### src/core/lac_pkg.sv
// Shared constants and types for the link aggregation controller
package lac_pkg;

  // ----------------------------------------------------------------
  // Sizes
  // ----------------------------------------------------------------
  localparam int unsigned NUM_PORTS   = 28;
  localparam int unsigned NUM_GROUPS  = 8;
  localparam int unsigned MAX_MEMBERS = 8;
  localparam int unsigned PORT_W      = 5;
  localparam int unsigned GROUP_W     = 4;
  localparam int unsigned PRIO_W      = 16;
  localparam int unsigned SIL_W       = 7;

  // ----------------------------------------------------------------
  // Timing
  // ----------------------------------------------------------------
  localparam int unsigned CLK_HZ           = 10_000_000;
  localparam int unsigned TICK_S           = 1;
  localparam int unsigned SECOND_CYCLES    = CLK_HZ * TICK_S;
  localparam int unsigned LONG_INTERVAL_S  = 30;
  localparam int unsigned SHORT_INTERVAL_S = 1;
  localparam int unsigned MISS_LIMIT       = 3;

  // ----------------------------------------------------------------
  // Register offsets
  // ----------------------------------------------------------------
  localparam logic [11:0] IRQ_STATUS_OFF  = 12'h000;
  localparam logic [11:0] IRQ_MASK_OFF    = 12'h004;
  localparam logic [11:0] PORT_ACTIVE_OFF = 12'h008;
  localparam logic [11:0] SILENCE_OFF     = 12'h00C;
  localparam logic [11:0] LINK_STAT_OFF   = 12'h010;
  localparam logic [11:0] AGG_STAT_OFF    = 12'h014;
  localparam logic [11:0] INDIV_STAT_OFF  = 12'h018;
  localparam logic [11:0] DOWN_STAT_OFF   = 12'h01C;
  localparam logic [11:0] GROUP_CFG_OFF   = 12'h020;
  localparam logic [11:0] PORT_CFG_OFF    = 12'h040;

  // ----------------------------------------------------------------
  // Fields and reset values
  // ----------------------------------------------------------------
  localparam int unsigned GCFG_MODE_BIT  = 0;
  localparam int unsigned GCFG_HASH_LSB  = 1;
  localparam int unsigned PCFG_GROUP_LSB = 0;
  localparam int unsigned PCFG_PRIO_LSB  = 16;
  localparam int unsigned IRQ_REFUSED    = 0;
  localparam int unsigned IRQ_REMOVED    = 1;
  localparam int unsigned IRQ_JOINED     = 2;
  localparam int unsigned IRQ_W          = 3;
  localparam logic [PRIO_W-1:0]    PRIO_RESET   = 16'h8000;
  localparam logic [NUM_PORTS-1:0] ACTIVE_RESET = 28'hFFFFFFF;

  typedef enum logic [2:0] {
    HASH_SOURCE_MAC, HASH_DESTINATION_MAC, HASH_BOTH_MAC,
    HASH_SOURCE_IP, HASH_DESTINATION_IP, HASH_BOTH_IP
  } lac_hash_t;

endpackage

### src/core/lac_hash_if.sv
// Hash request and result between controller and hash engine
`timescale 1ns/1ns
`default_nettype none
interface lac_hash_if;
  lac_pkg::lac_hash_t sel;
  logic [47:0]        src_mac;
  logic [47:0]        dst_mac;
  logic [31:0]        hash_source_ip;
  logic [31:0]        hash_destination_ip;
  logic [7:0]         hash;
  modport client (output sel, output src_mac, output dst_mac, output hash_source_ip, output hash_destination_ip, input hash);
  modport engine (input sel, input src_mac, input dst_mac, input hash_source_ip, input hash_destination_ip, output hash);
endinterface
`default_nettype wire

### src/core/lac_hash.sv
// Address hash engine for member selection
`timescale 1ns/1ns
`default_nettype none
module lac_hash (
  lac_hash_if.engine hif
);

  function automatic logic [7:0] fold48(input logic [47:0] v);
    fold48 = v[7:0] ^ v[15:8] ^ v[23:16] ^ v[31:24] ^ v[39:32] ^ v[47:40];
  endfunction

  function automatic logic [7:0] fold32(input logic [31:0] v);
    fold32 = v[7:0] ^ v[15:8] ^ v[23:16] ^ v[31:24];
  endfunction

  // Pure function of inputs, so equal addresses always hash alike
  always_comb begin
    unique case (hif.sel)
      lac_pkg::HASH_SOURCE_MAC:      hif.hash = fold48(hif.src_mac);
      lac_pkg::HASH_DESTINATION_MAC: hif.hash = fold48(hif.dst_mac);
      lac_pkg::HASH_SOURCE_IP:       hif.hash = fold32(hif.hash_source_ip);
      lac_pkg::HASH_DESTINATION_IP:  hif.hash = fold32(hif.hash_destination_ip);
      lac_pkg::HASH_BOTH_IP:         hif.hash = fold32(hif.hash_source_ip ^ hif.hash_destination_ip);
      default:                       hif.hash = fold48(hif.src_mac ^ hif.dst_mac);
    endcase
  end

endmodule
`default_nettype wire

### src/core/lac_tick.sv
// One-second tick and thirty-second phase for protocol timing
`timescale 1ns/1ns
`default_nettype none
module lac_tick #(
  parameter int unsigned TICK_CYCLES = lac_pkg::SECOND_CYCLES
) (
  input  wire logic       sys_clk,
  input  wire logic       reset_n,
  output logic            tick,
  output logic [4:0]      phase
);

  logic [23:0] div_r;

  always_ff @(posedge sys_clk or negedge reset_n) begin
    if (!reset_n) begin
      div_r <= 24'h000000;
    end else if (div_r == 24'(TICK_CYCLES - 1)) begin
      div_r <= 24'h000000;
    end else begin
      div_r <= div_r + 24'h000001;
    end
  end

  assign tick = (div_r == 24'(TICK_CYCLES - 1));

  always_ff @(posedge sys_clk or negedge reset_n) begin
    if (!reset_n) begin
      phase <= 5'h00;
    end else if (tick) begin
      phase <= (phase == 5'(lac_pkg::LONG_INTERVAL_S - 1)) ? 5'h00 : phase + 5'h01;
    end
  end

endmodule
`default_nettype wire

### src/core/lac_top.sv
// Link aggregation controller: trunk membership, LACP timing, frame distribution
`timescale 1ns/1ns
`default_nettype none

// What this block does
// - Up to eight trunk groups operate independently at once.
// - A group never holds more than eight member ports.
// - Each port has a group index, none or one to eight; equal index means same trunk.
// - Each group runs either static or LACP membership, one mode only.
// - Assigning an inactive port to a group is refused.
// - Per group, hashing on source MAC, destination MAC or both.
// - Per group, hashing on source IP, destination IP or both.
// - Hash selection may change while the group is live.
// - Per-port priority resets to 32768; bigger number means lower priority.
// - Long mode, the default, sends a protocol unit every 30 seconds.
// - Short mode sends every second, catching failure in about three seconds.
// - Three missed expected protocol units end the port's aggregation; its group index is kept.
// - A port whose negotiation succeeded is reported aggregated.
// - An up LACP port without matching partner is reported individual.
// - An LACP port without link is reported link-down.
module lac_top #(
  parameter int unsigned TICK_CYCLES = lac_pkg::SECOND_CYCLES
) (
  input  wire logic                            sys_clk,
  input  wire logic                            reset_n,
  input  wire logic [11:0]                     paddr,
  input  wire logic                            psel,
  input  wire logic                            penable,
  input  wire logic                            pwrite,
  input  wire logic [31:0]                     pwdata,
  output logic [31:0]                          prdata,
  output logic                                 pready,
  output logic                                 pslverr,
  input  wire logic [lac_pkg::NUM_PORTS-1:0]   link_up,
  input  wire logic [lac_pkg::NUM_PORTS-1:0]   lacpdu_rx,
  input  wire logic [lac_pkg::NUM_PORTS-1:0]   partner_match,
  output logic [lac_pkg::NUM_PORTS-1:0]        lacpdu_tx,
  output logic [lac_pkg::NUM_PORTS-1:0]        port_aggregated,
  input  wire logic                            frame_valid,
  input  wire logic [lac_pkg::GROUP_W-1:0]     frame_group,
  input  wire logic [47:0]                     src_mac,
  input  wire logic [47:0]                     dst_mac,
  input  wire logic [31:0]                     hash_source_ip,
  input  wire logic [31:0]                     hash_destination_ip,
  output logic                                 dist_valid,
  output logic                                 dist_none,
  output logic [lac_pkg::PORT_W-1:0]           dist_port,
  output logic [lac_pkg::PORT_W-1:0]           dist_lead_port,
  output logic                                 irq
);

  localparam int unsigned NP = lac_pkg::NUM_PORTS;
  localparam int unsigned NG = lac_pkg::NUM_GROUPS;

  // ----------------------------------------------------------------
  // State
  // ----------------------------------------------------------------
  logic [NG-1:0]                  grp_lacp_r;
  lac_pkg::lac_hash_t             grp_hash_r [NG];
  logic [lac_pkg::GROUP_W-1:0]    port_grp_r [NP];
  logic [lac_pkg::PRIO_W-1:0]     port_prio_r [NP];
  logic [lac_pkg::SIL_W-1:0]      silence_r [NP];
  logic [NP-1:0]                  port_active_r;
  logic [NP-1:0]                  short_mode_r;
  logic [NP-1:0]                  seen_r;
  logic [NP-1:0]                  agg_nxt;
  logic [NP-1:0]                  indiv_nxt;
  logic [NP-1:0]                  down_nxt;
  logic [NP-1:0]                  expire;
  logic [NP-1:0]                  port_lacp;
  logic [lac_pkg::IRQ_W-1:0]      irq_stat_r;
  logic [lac_pkg::IRQ_W-1:0]      irq_mask_r;
  logic [lac_pkg::IRQ_W-1:0]      irq_event;
  logic                           refused;
  logic                           tick;
  logic [4:0]                     phase;
  logic                           wr_en;
  logic                           rd_setup;
  logic [31:0]                    rdata_nxt;
  logic                           err_nxt;

  // ----------------------------------------------------------------
  // Helpers
  // ----------------------------------------------------------------
  function automatic logic [lac_pkg::SIL_W-1:0] silence_limit(input logic short_mode);
    silence_limit = short_mode ? lac_pkg::SIL_W'(lac_pkg::MISS_LIMIT * lac_pkg::SHORT_INTERVAL_S)
                               : lac_pkg::SIL_W'(lac_pkg::MISS_LIMIT * lac_pkg::LONG_INTERVAL_S);
  endfunction

  // Members of a group other than the port being reassigned
  function automatic logic [4:0] others_in(input logic [lac_pkg::GROUP_W-1:0] g,
                                           input int unsigned skip);
    others_in = 5'h00;
    for (int unsigned q = 0; q < NP; q++) begin
      if (q != skip && port_grp_r[q] == g) begin
        others_in = others_in + 5'h01;
      end
    end
  endfunction

  function automatic logic hit(input logic [11:0] base, input int unsigned n, output int unsigned idx);
    idx = (32'(paddr) - 32'(base)) >> 2;
    hit = (paddr >= base) && (paddr[1:0] == 2'b00) && (idx < n);
  endfunction

  // ----------------------------------------------------------------
  // Timing base
  // ----------------------------------------------------------------
  lac_tick #(
    .TICK_CYCLES (TICK_CYCLES)
  ) u_tick (
    .sys_clk (sys_clk),
    .reset_n (reset_n),
    .tick    (tick),
    .phase   (phase)
  );

  // ----------------------------------------------------------------
  // APB slave
  // ----------------------------------------------------------------
  // Data is fetched in setup so prdata comes from a flop at zero wait
  assign pready   = psel & penable;
  assign wr_en    = psel & penable & pwrite & ~pslverr;
  assign rd_setup = psel & ~penable;

  always_comb begin
    int unsigned i;
    i         = 0;
    rdata_nxt = 32'h00000000;
    err_nxt   = 1'b0;
    if (paddr == lac_pkg::IRQ_STATUS_OFF) begin
      rdata_nxt[lac_pkg::IRQ_W-1:0] = irq_stat_r;
    end else if (paddr == lac_pkg::IRQ_MASK_OFF) begin
      rdata_nxt[lac_pkg::IRQ_W-1:0] = irq_mask_r;
    end else if (paddr == lac_pkg::PORT_ACTIVE_OFF) begin
      rdata_nxt[NP-1:0] = port_active_r;
    end else if (paddr == lac_pkg::SILENCE_OFF) begin
      rdata_nxt[NP-1:0] = short_mode_r;
    end else if (paddr == lac_pkg::LINK_STAT_OFF) begin
      rdata_nxt[NP-1:0] = link_up;
    end else if (paddr == lac_pkg::AGG_STAT_OFF) begin
      rdata_nxt[NP-1:0] = port_aggregated;
    end else if (paddr == lac_pkg::INDIV_STAT_OFF) begin
      rdata_nxt[NP-1:0] = indiv_nxt;
    end else if (paddr == lac_pkg::DOWN_STAT_OFF) begin
      rdata_nxt[NP-1:0] = down_nxt;
    end else if (hit(lac_pkg::GROUP_CFG_OFF, NG, i)) begin
      rdata_nxt[lac_pkg::GCFG_MODE_BIT]                           = grp_lacp_r[i];
      rdata_nxt[lac_pkg::GCFG_HASH_LSB +: 3]                      = grp_hash_r[i];
    end else if (hit(lac_pkg::PORT_CFG_OFF, NP, i)) begin
      rdata_nxt[lac_pkg::PCFG_GROUP_LSB +: lac_pkg::GROUP_W]      = port_grp_r[i];
      rdata_nxt[lac_pkg::PCFG_PRIO_LSB +: lac_pkg::PRIO_W]        = port_prio_r[i];
    end else begin
      err_nxt = 1'b1;
    end
  end

  always_ff @(posedge sys_clk or negedge reset_n) begin
    if (!reset_n) begin
      prdata  <= 32'h00000000;
      pslverr <= 1'b0;
    end else if (rd_setup) begin
      prdata  <= pwrite ? 32'h00000000 : rdata_nxt;
      pslverr <= err_nxt;
    end
  end

  // ----------------------------------------------------------------
  // Global registers
  // ----------------------------------------------------------------
  always_ff @(posedge sys_clk or negedge reset_n) begin
    if (!reset_n) begin
      port_active_r <= lac_pkg::ACTIVE_RESET;
      short_mode_r  <= '0;
      irq_mask_r    <= '0;
    end else if (wr_en) begin
      if (paddr == lac_pkg::PORT_ACTIVE_OFF) begin
        port_active_r <= pwdata[NP-1:0];
      end
      if (paddr == lac_pkg::SILENCE_OFF) begin
        short_mode_r <= pwdata[NP-1:0];
      end
      if (paddr == lac_pkg::IRQ_MASK_OFF) begin
        irq_mask_r <= pwdata[lac_pkg::IRQ_W-1:0];
      end
    end
  end

  // ----------------------------------------------------------------
  // Group configuration
  // ----------------------------------------------------------------
  // One mode bit per group keeps static and LACP from mixing
  always_ff @(posedge sys_clk or negedge reset_n) begin
    int unsigned i;
    if (!reset_n) begin
      grp_lacp_r <= '0;
      for (int g = 0; g < NG; g++) begin
        grp_hash_r[g] <= lac_pkg::HASH_BOTH_MAC;
      end
    end else if (wr_en && hit(lac_pkg::GROUP_CFG_OFF, NG, i)) begin
      grp_lacp_r[i] <= pwdata[lac_pkg::GCFG_MODE_BIT];
      grp_hash_r[i] <= lac_pkg::lac_hash_t'(pwdata[lac_pkg::GCFG_HASH_LSB +: 3]);
    end
  end

  // ----------------------------------------------------------------
  // Port configuration
  // ----------------------------------------------------------------
  always_ff @(posedge sys_clk or negedge reset_n) begin
    int unsigned i;
    logic [lac_pkg::GROUP_W-1:0] g;
    if (!reset_n) begin
      refused <= 1'b0;
      for (int p = 0; p < NP; p++) begin
        port_grp_r[p]  <= '0;
        port_prio_r[p] <= lac_pkg::PRIO_RESET;
      end
    end else begin
      refused <= 1'b0;
      if (wr_en && hit(lac_pkg::PORT_CFG_OFF, NP, i)) begin
        g = pwdata[lac_pkg::PCFG_GROUP_LSB +: lac_pkg::GROUP_W];
        port_prio_r[i] <= pwdata[lac_pkg::PCFG_PRIO_LSB +: lac_pkg::PRIO_W];
        if (g == '0 || g == port_grp_r[i]) begin
          port_grp_r[i] <= g;
        end else if (!port_active_r[i] || g > lac_pkg::GROUP_W'(NG) ||
                     others_in(g, i) >= 5'(lac_pkg::MAX_MEMBERS)) begin
          refused <= 1'b1;
        end else begin
          port_grp_r[i] <= g;
        end
      end
    end
  end

  // ----------------------------------------------------------------
  // LACP timing and member state
  // ----------------------------------------------------------------
  always_comb begin
    for (int p = 0; p < NP; p++) begin
      port_lacp[p] = (port_grp_r[p] != '0) && grp_lacp_r[3'(port_grp_r[p] - 4'h1)];
      expire[p]    = tick && seen_r[p] && !lacpdu_rx[p] &&
                     silence_r[p] == silence_limit(short_mode_r[p]) - lac_pkg::SIL_W'(1);
    end
  end

  always_ff @(posedge sys_clk or negedge reset_n) begin
    if (!reset_n) begin
      seen_r <= '0;
      for (int p = 0; p < NP; p++) begin
        silence_r[p] <= '0;
      end
    end else begin
      for (int p = 0; p < NP; p++) begin
        if (!port_lacp[p] || !link_up[p] || lacpdu_rx[p]) begin
          silence_r[p] <= '0;
        end else if (tick && silence_r[p] != silence_limit(short_mode_r[p])) begin
          silence_r[p] <= silence_r[p] + lac_pkg::SIL_W'(1);
        end
        if (!port_lacp[p] || !link_up[p] || expire[p]) begin
          seen_r[p] <= 1'b0;
        end else if (lacpdu_rx[p]) begin
          seen_r[p] <= partner_match[p];
        end
      end
    end
  end

  // Transmit on every tick in short mode, once per thirty in long
  always_ff @(posedge sys_clk or negedge reset_n) begin
    if (!reset_n) begin
      lacpdu_tx <= '0;
    end else begin
      for (int p = 0; p < NP; p++) begin
        lacpdu_tx[p] <= tick && port_lacp[p] && link_up[p] && port_active_r[p] &&
                        (short_mode_r[p] || phase == 5'h00);
      end
    end
  end

  always_comb begin
    for (int p = 0; p < NP; p++) begin
      agg_nxt[p]   = (port_grp_r[p] != '0) && link_up[p] && port_active_r[p] &&
                     (!port_lacp[p] || (seen_r[p] && partner_match[p]));
      indiv_nxt[p] = port_lacp[p] && link_up[p] && !agg_nxt[p];
      down_nxt[p]  = port_lacp[p] && !link_up[p];
    end
  end

  always_ff @(posedge sys_clk or negedge reset_n) begin
    if (!reset_n) begin
      port_aggregated <= '0;
    end else begin
      port_aggregated <= agg_nxt;
    end
  end

  // ----------------------------------------------------------------
  // Interrupts
  // ----------------------------------------------------------------
  assign irq_event[lac_pkg::IRQ_REFUSED] = refused;
  assign irq_event[lac_pkg::IRQ_REMOVED] = |expire;
  assign irq_event[lac_pkg::IRQ_JOINED]  = |(agg_nxt & ~port_aggregated);

  // A new event beats a same-cycle write-one clear
  always_ff @(posedge sys_clk or negedge reset_n) begin
    if (!reset_n) begin
      irq_stat_r <= '0;
    end else begin
      irq_stat_r <= (irq_stat_r & ~((wr_en && paddr == lac_pkg::IRQ_STATUS_OFF) ?
                    pwdata[lac_pkg::IRQ_W-1:0] : '0)) | irq_event;
    end
  end

  always_ff @(posedge sys_clk or negedge reset_n) begin
    if (!reset_n) begin
      irq <= 1'b0;
    end else begin
      irq <= |(irq_stat_r & irq_mask_r);
    end
  end

  // ----------------------------------------------------------------
  // Frame distribution
  // ----------------------------------------------------------------
  lac_hash_if hif ();

  lac_hash u_hash (
    .hif (hif)
  );

  assign hif.sel     = grp_hash_r[3'(frame_group - 4'h1)];
  assign hif.src_mac = src_mac;
  assign hif.dst_mac = dst_mac;
  assign hif.hash_source_ip  = hash_source_ip;
  assign hif.hash_destination_ip  = hash_destination_ip;

  logic [3:0]                 d_cnt;
  logic [3:0]                 d_pick;
  logic [3:0]                 d_seen;
  logic [lac_pkg::PORT_W-1:0] d_port;
  logic [lac_pkg::PORT_W-1:0] d_lead;
  logic [lac_pkg::PRIO_W-1:0] d_best;

  // Members counted in port order, so a hash value always lands on one port
  always_comb begin
    d_cnt  = 4'h0;
    d_seen = 4'h0;
    d_port = '0;
    d_lead = '0;
    d_best = '1;
    for (int p = 0; p < NP; p++) begin
      if (agg_nxt[p] && port_grp_r[p] == frame_group) begin
        d_cnt = d_cnt + 4'h1;
      end
    end
    d_pick = (d_cnt == 4'h0) ? 4'h0 : 4'(hif.hash % {4'h0, d_cnt});
    for (int p = 0; p < NP; p++) begin
      if (agg_nxt[p] && port_grp_r[p] == frame_group) begin
        if (d_seen == d_pick) begin
          d_port = lac_pkg::PORT_W'(p);
        end
        if (port_prio_r[p] < d_best || d_seen == 4'h0) begin
          d_best = port_prio_r[p];
          d_lead = lac_pkg::PORT_W'(p);
        end
        d_seen = d_seen + 4'h1;
      end
    end
  end

  always_ff @(posedge sys_clk or negedge reset_n) begin
    if (!reset_n) begin
      dist_valid     <= 1'b0;
      dist_none      <= 1'b0;
      dist_port      <= '0;
      dist_lead_port <= '0;
    end else begin
      dist_valid     <= frame_valid;
      dist_none      <= frame_valid && d_cnt == 4'h0;
      dist_port      <= d_port;
      dist_lead_port <= d_lead;
    end
  end

endmodule
`default_nettype wire

### config.mk
export PLATFORM = sky130hd
export DESIGN_NAME = lac_top
export DESIGN_NICKNAME = d
export VERILOG_FILES = /design/src/core/lac_pkg.sv /design/src/core/lac_hash_if.sv /design/src/core/lac_hash.sv /design/src/core/lac_tick.sv /design/src/core/lac_top.sv
export SDC_FILE = /design/constraint.sdc
export NUM_CORES = 2
export LEC_CHECK = 0
export ABC_CLOCK_PERIOD_IN_PS = 85000
export BUFFER_PORTS_ARGS = -buffer_cell sky130_fd_sc_hd__buf_2
export CORE_MARGIN = 5
export CORE_UTILIZATION = 62
export DETAILED_ROUTE_END_ITERATION = 12
export PLACE_DENSITY = 0.83
export SYNTH_ARGS = -nofsm -noshare
export SYNTH_HDL_FRONTEND = slang
export SYNTH_SLANG_ARGS = --single-unit
### constraint.sdc
create_clock -name sys_clk -period 85 [get_ports sys_clk]
set_input_delay 0 -clock sys_clk [delete_from_list [all_inputs] [get_ports sys_clk]]
set_output_delay 0 -clock sys_clk [all_outputs]
set_load 0.01 [all_outputs]
==> key figures <==
CTS
  – CTS Buffer Depth: 3
  – CTS resizes: 0
  – CTS buffer count: 110
  – Worst-Skew Late Latency: 800 ps
  – CTS sink count: 1010
  – CTS tree: built
  – Clock transition at path regs: 70 ps
  – H-tree depth: 3
  – Root Driver: clkbuf_16

Hold path
  – Worst Hold Endpoint: port_active_r[10]$_DFFE_PN1P_
  – Hold depth: 3
  – Hold Path Class: in -> reg
  – HP Start: pwdata[10]

Floorplanning
  – Die Ht: 372 um
  – I/O pin cnt: 401
  – Full die area: 138000 um2
  – Initial Utilization: 62.6%
  – Cell Rows: 132
  – Core Area: 130000 um2
  – Chip Width: 372 um

Critical path
  – Delay-heaviest family, CP: compound AO/OA/AOI/OAI gates
  – Worst-case reg-to-reg path depth: 378
  – CP required: 85670 ps
  – Crit Path Class: reg -> reg
  – WP buf/inv: 23
  – Worst endpoint data arrival time: 77110 ps
  – Critical Path Source Type: flop
  – Crit-path slowest cell: a21oi_2
  – Crit Path Max Fanout: 35
  – CP most frequent cell: a21oi_1
  – Worst R2R End: dist_lead_port[2]$_DFF_PN0_
  – Internal reg-to-reg setup slack: 8550 ps
  – Worst r2r src: port_grp_r[108]$_DFFE_PN0P_
  – Crit-path max cell delay: 840 ps
  – Nature of the critical path endpoint: flop
  – Worst path depth: 378

Power
  – Net switching power: 418 uW
  – PD cells: 14.6 nW/um2
  – Switching Share: 31.6%
  – Seq pwr share: 36.5%
  – Total power: 1320 uW
  – Int Power: 903 uW
  – Leak: 0.0431 uW
  – Peak VDD IR: 0.0000426 V
  – Clock Power Share: 38.7%
  – Combinational group share of total power: 24.9%

STA
  – Setup TNS: 0 ps
  – Fin crit share: 89.9%
  – Worst-Margin Slew: 1350 ps
  – Finish-stage setup viols: 0
  – Worst-case clock skew: 73.8 ps
  – Final slew viol count: 0
  – RSZ-0062 raised after global routing: no
  – Final Hold Fails: 0
  – Max Clock Freq: 13.1 MHz
  – Final Critical Period: 76450 ps
  – Slew headroom: 8.84%

Logic synthesis
  – Most common cell in the netlist: dfrtp_1
  – FF+latch count, synth: 1010
  – Top_reg_cell synth: dfrtp_1
  – Post-synth EDFFs: 0
  – Most frequent cells after synthesis: dfrtp_1, nor2_1, mux2_2
  – Syn Area/Cell: 9.33 um2
  – Post-synth top area share: 29.1%
  – Yosys top cell by area: dfrtp_1
  – Synthesis Warnings: 0
  – Largest cells by area after synthesis: dfrtp_1, mux2_2, ha_1
  – Post-Syn Area: 81300 um2
  – Syn Inst Count: 8706
  – Seq/Total Area, Yosys: 31.2%
  – Post-synth ARST share: 100%
  – Library cells used by synthesis: 124
  – Net Count, Synth: 9540

Drt
  – Final ANT Viol Nets: 0
  – Via/cell ratio: 6.83
  – Wirelength per Cell: 26.6 um
  – DRC violations left: 0
  – DRT Wirelength: 289000 um
  – Vias: 74.2k
  – Initial DRC Count: 9998
  – Total iterations of the first detailed-routing run: 9

GRT
  – Vias in the first global route: 72.1k
  – Remaining global-route overflow: 0
  – All-Layer GR Usage: 40.6%
  – Initial antenna violation count: 26
  – Global-route wire length before repair: 435000 um
  – Largest net degree at the start of global routing: 169

Final layout
  – Final Non-Filler Cells: 10.9k
  – Layout cells sized above 1: 19.8%
  – Nets: 9859
  – Area grow syn2layout: 11.1%

Placement
  – GPL Wtd Cong: 1.01
  – DPL Wire Length: 210000 um
  – Port bufs: 400
  – Placed Instances: 10.5k

Flow run
  – Max-cap viol count: 0

Status
  – Status: complete, no violations
[worst reg2reg max path, delay by kind of cell, from the launching register on]
family	cells	cell delay [ps]
AO/OA/AOI/OAI	196	42040
adder cells (fa/ha/maj)	28	8380
buffers and inverters	23	3880
flip-flops	1	500
multiplexers	8	2910
AND/OR/NAND/NOR	123	18550
[worst max-delay path by stage]
stage                                            from                           to
final                     port_grp_r[108]$_DFFE_PN0P_  dist_lead_port[2]$_DFF_PN0_
after global routing      port_grp_r[108]$_DFFE_PN0P_  dist_lead_port[2]$_DFF_PN0_
after CTS                 port_grp_r[108]$_DFFE_PN0P_  dist_lead_port[2]$_DFF_PN0_
after detailed placement  port_grp_r[108]$_DFFE_PN0P_  dist_lead_port[2]$_DFF_PN0_
after global placement                 frame_group[1]  dist_lead_port[2]$_DFF_PN0_
after floorplan           port_grp_r[108]$_DFFE_PN0P_  dist_lead_port[2]$_DFF_PN0_
[metal layers]
metal,wire length [um],share of wire (%),GRT usage (%)
met1,109000,38,53.0
met2,125000,43,61.3
met3,35200,12,11.2
met4,19800,6.9,22.6
met5,40,0.014,0
[what timing repair did]
item | 4_1_cts | 5_1_grt
hold buffers | 182 | 0
hold endpoints to repair | 549 | 0
buffers inserted | 0 | 0
[layout by cell type, fill, tap and decap left out, types with 64 or more instances in the layout]
cell           synthesis  routed
a211oi_1              66      65
a21o_1                86      86
a21oi_1              499     497
buf_2                 10     396
buf_4                  7      91
clkbuf_16              0     110
dfrtp_1              946     946
dfstp_2               64      64
dlygate4sd3_1          0     181
ha_1                 535     535
inv_1                447     447
mux2_2               674     674
mux2i_1              139     138
mux4_2               238     238
nand2_1              673     672
nand2b_1              83      82
nand3_1              178     178
nand4_1              198     198
nor2_1               732     729
nor2b_1               96      96
nor3_1               145     139
nor4_1                93      91
o21ai_0              521     520
xnor2_1              479     478
xor2_1               406     406
[cells by family after synthesis]
group	synth area share, %
xor+xnor	9.54
simple gates	15.7
flops	31.2
buf+inv	4.32
mux	18.0
compound gates	12.8
fa+ha+maj	8.45
[power by group through the flow]
stage	Clock, uW	Sequential, uW	Combinational [uW]
3_3_place_gp	0	490	298
4_1_cts	512	482	324
3_5_place_dp	0	490	316
6_report	511	482	328
5_1_grt	532	481	360
2_1_floorplan	0	490	218
[registers in the layout, summed over array words and instances (netlist names), 28 cells and up]
| register | count |
|---|---|
| port_prio_r | 448 |
| silence_r | 196 |
| port_grp_r | 112 |
| prdata | 32 |
| lacpdu_tx | 28 |
| port_active_r | 28 |
| port_aggregated | 28 |
| seen_r | 28 |
| short_mode_r | 28 |
[stage by stage]
stage	instance area, um2	hold WS, ps	utilization, %	worst slack [ps]
after CTS	90300	0.794	69.5	10270
after floorplan	81300	-296	-	19730
final	90300	45.7	69.6	8550
after global routing	90300	26.7	69.5	1600
after global placement	84600	98.5	65.2	12510
after detailed placement	84600	99.3	65.2	10550
[layout make-up]
| class | count | area (um2) |
|---|---|---|
| diodes | 11 | 27.5 |
| clock buffers | 159 | 3220 |
| clock inverters | 49 | 633 |
| fillers | 9640 | 39500 |
| inverters | 451 | 1690 |
| multi-input cells | 6776 | 52600 |
| flip-flops and latches | 1010 | 25400 |
| well taps | 1742 | 2180 |
| repair buffers | 676 | 4630 |
(Power assumes the default switching activity.)
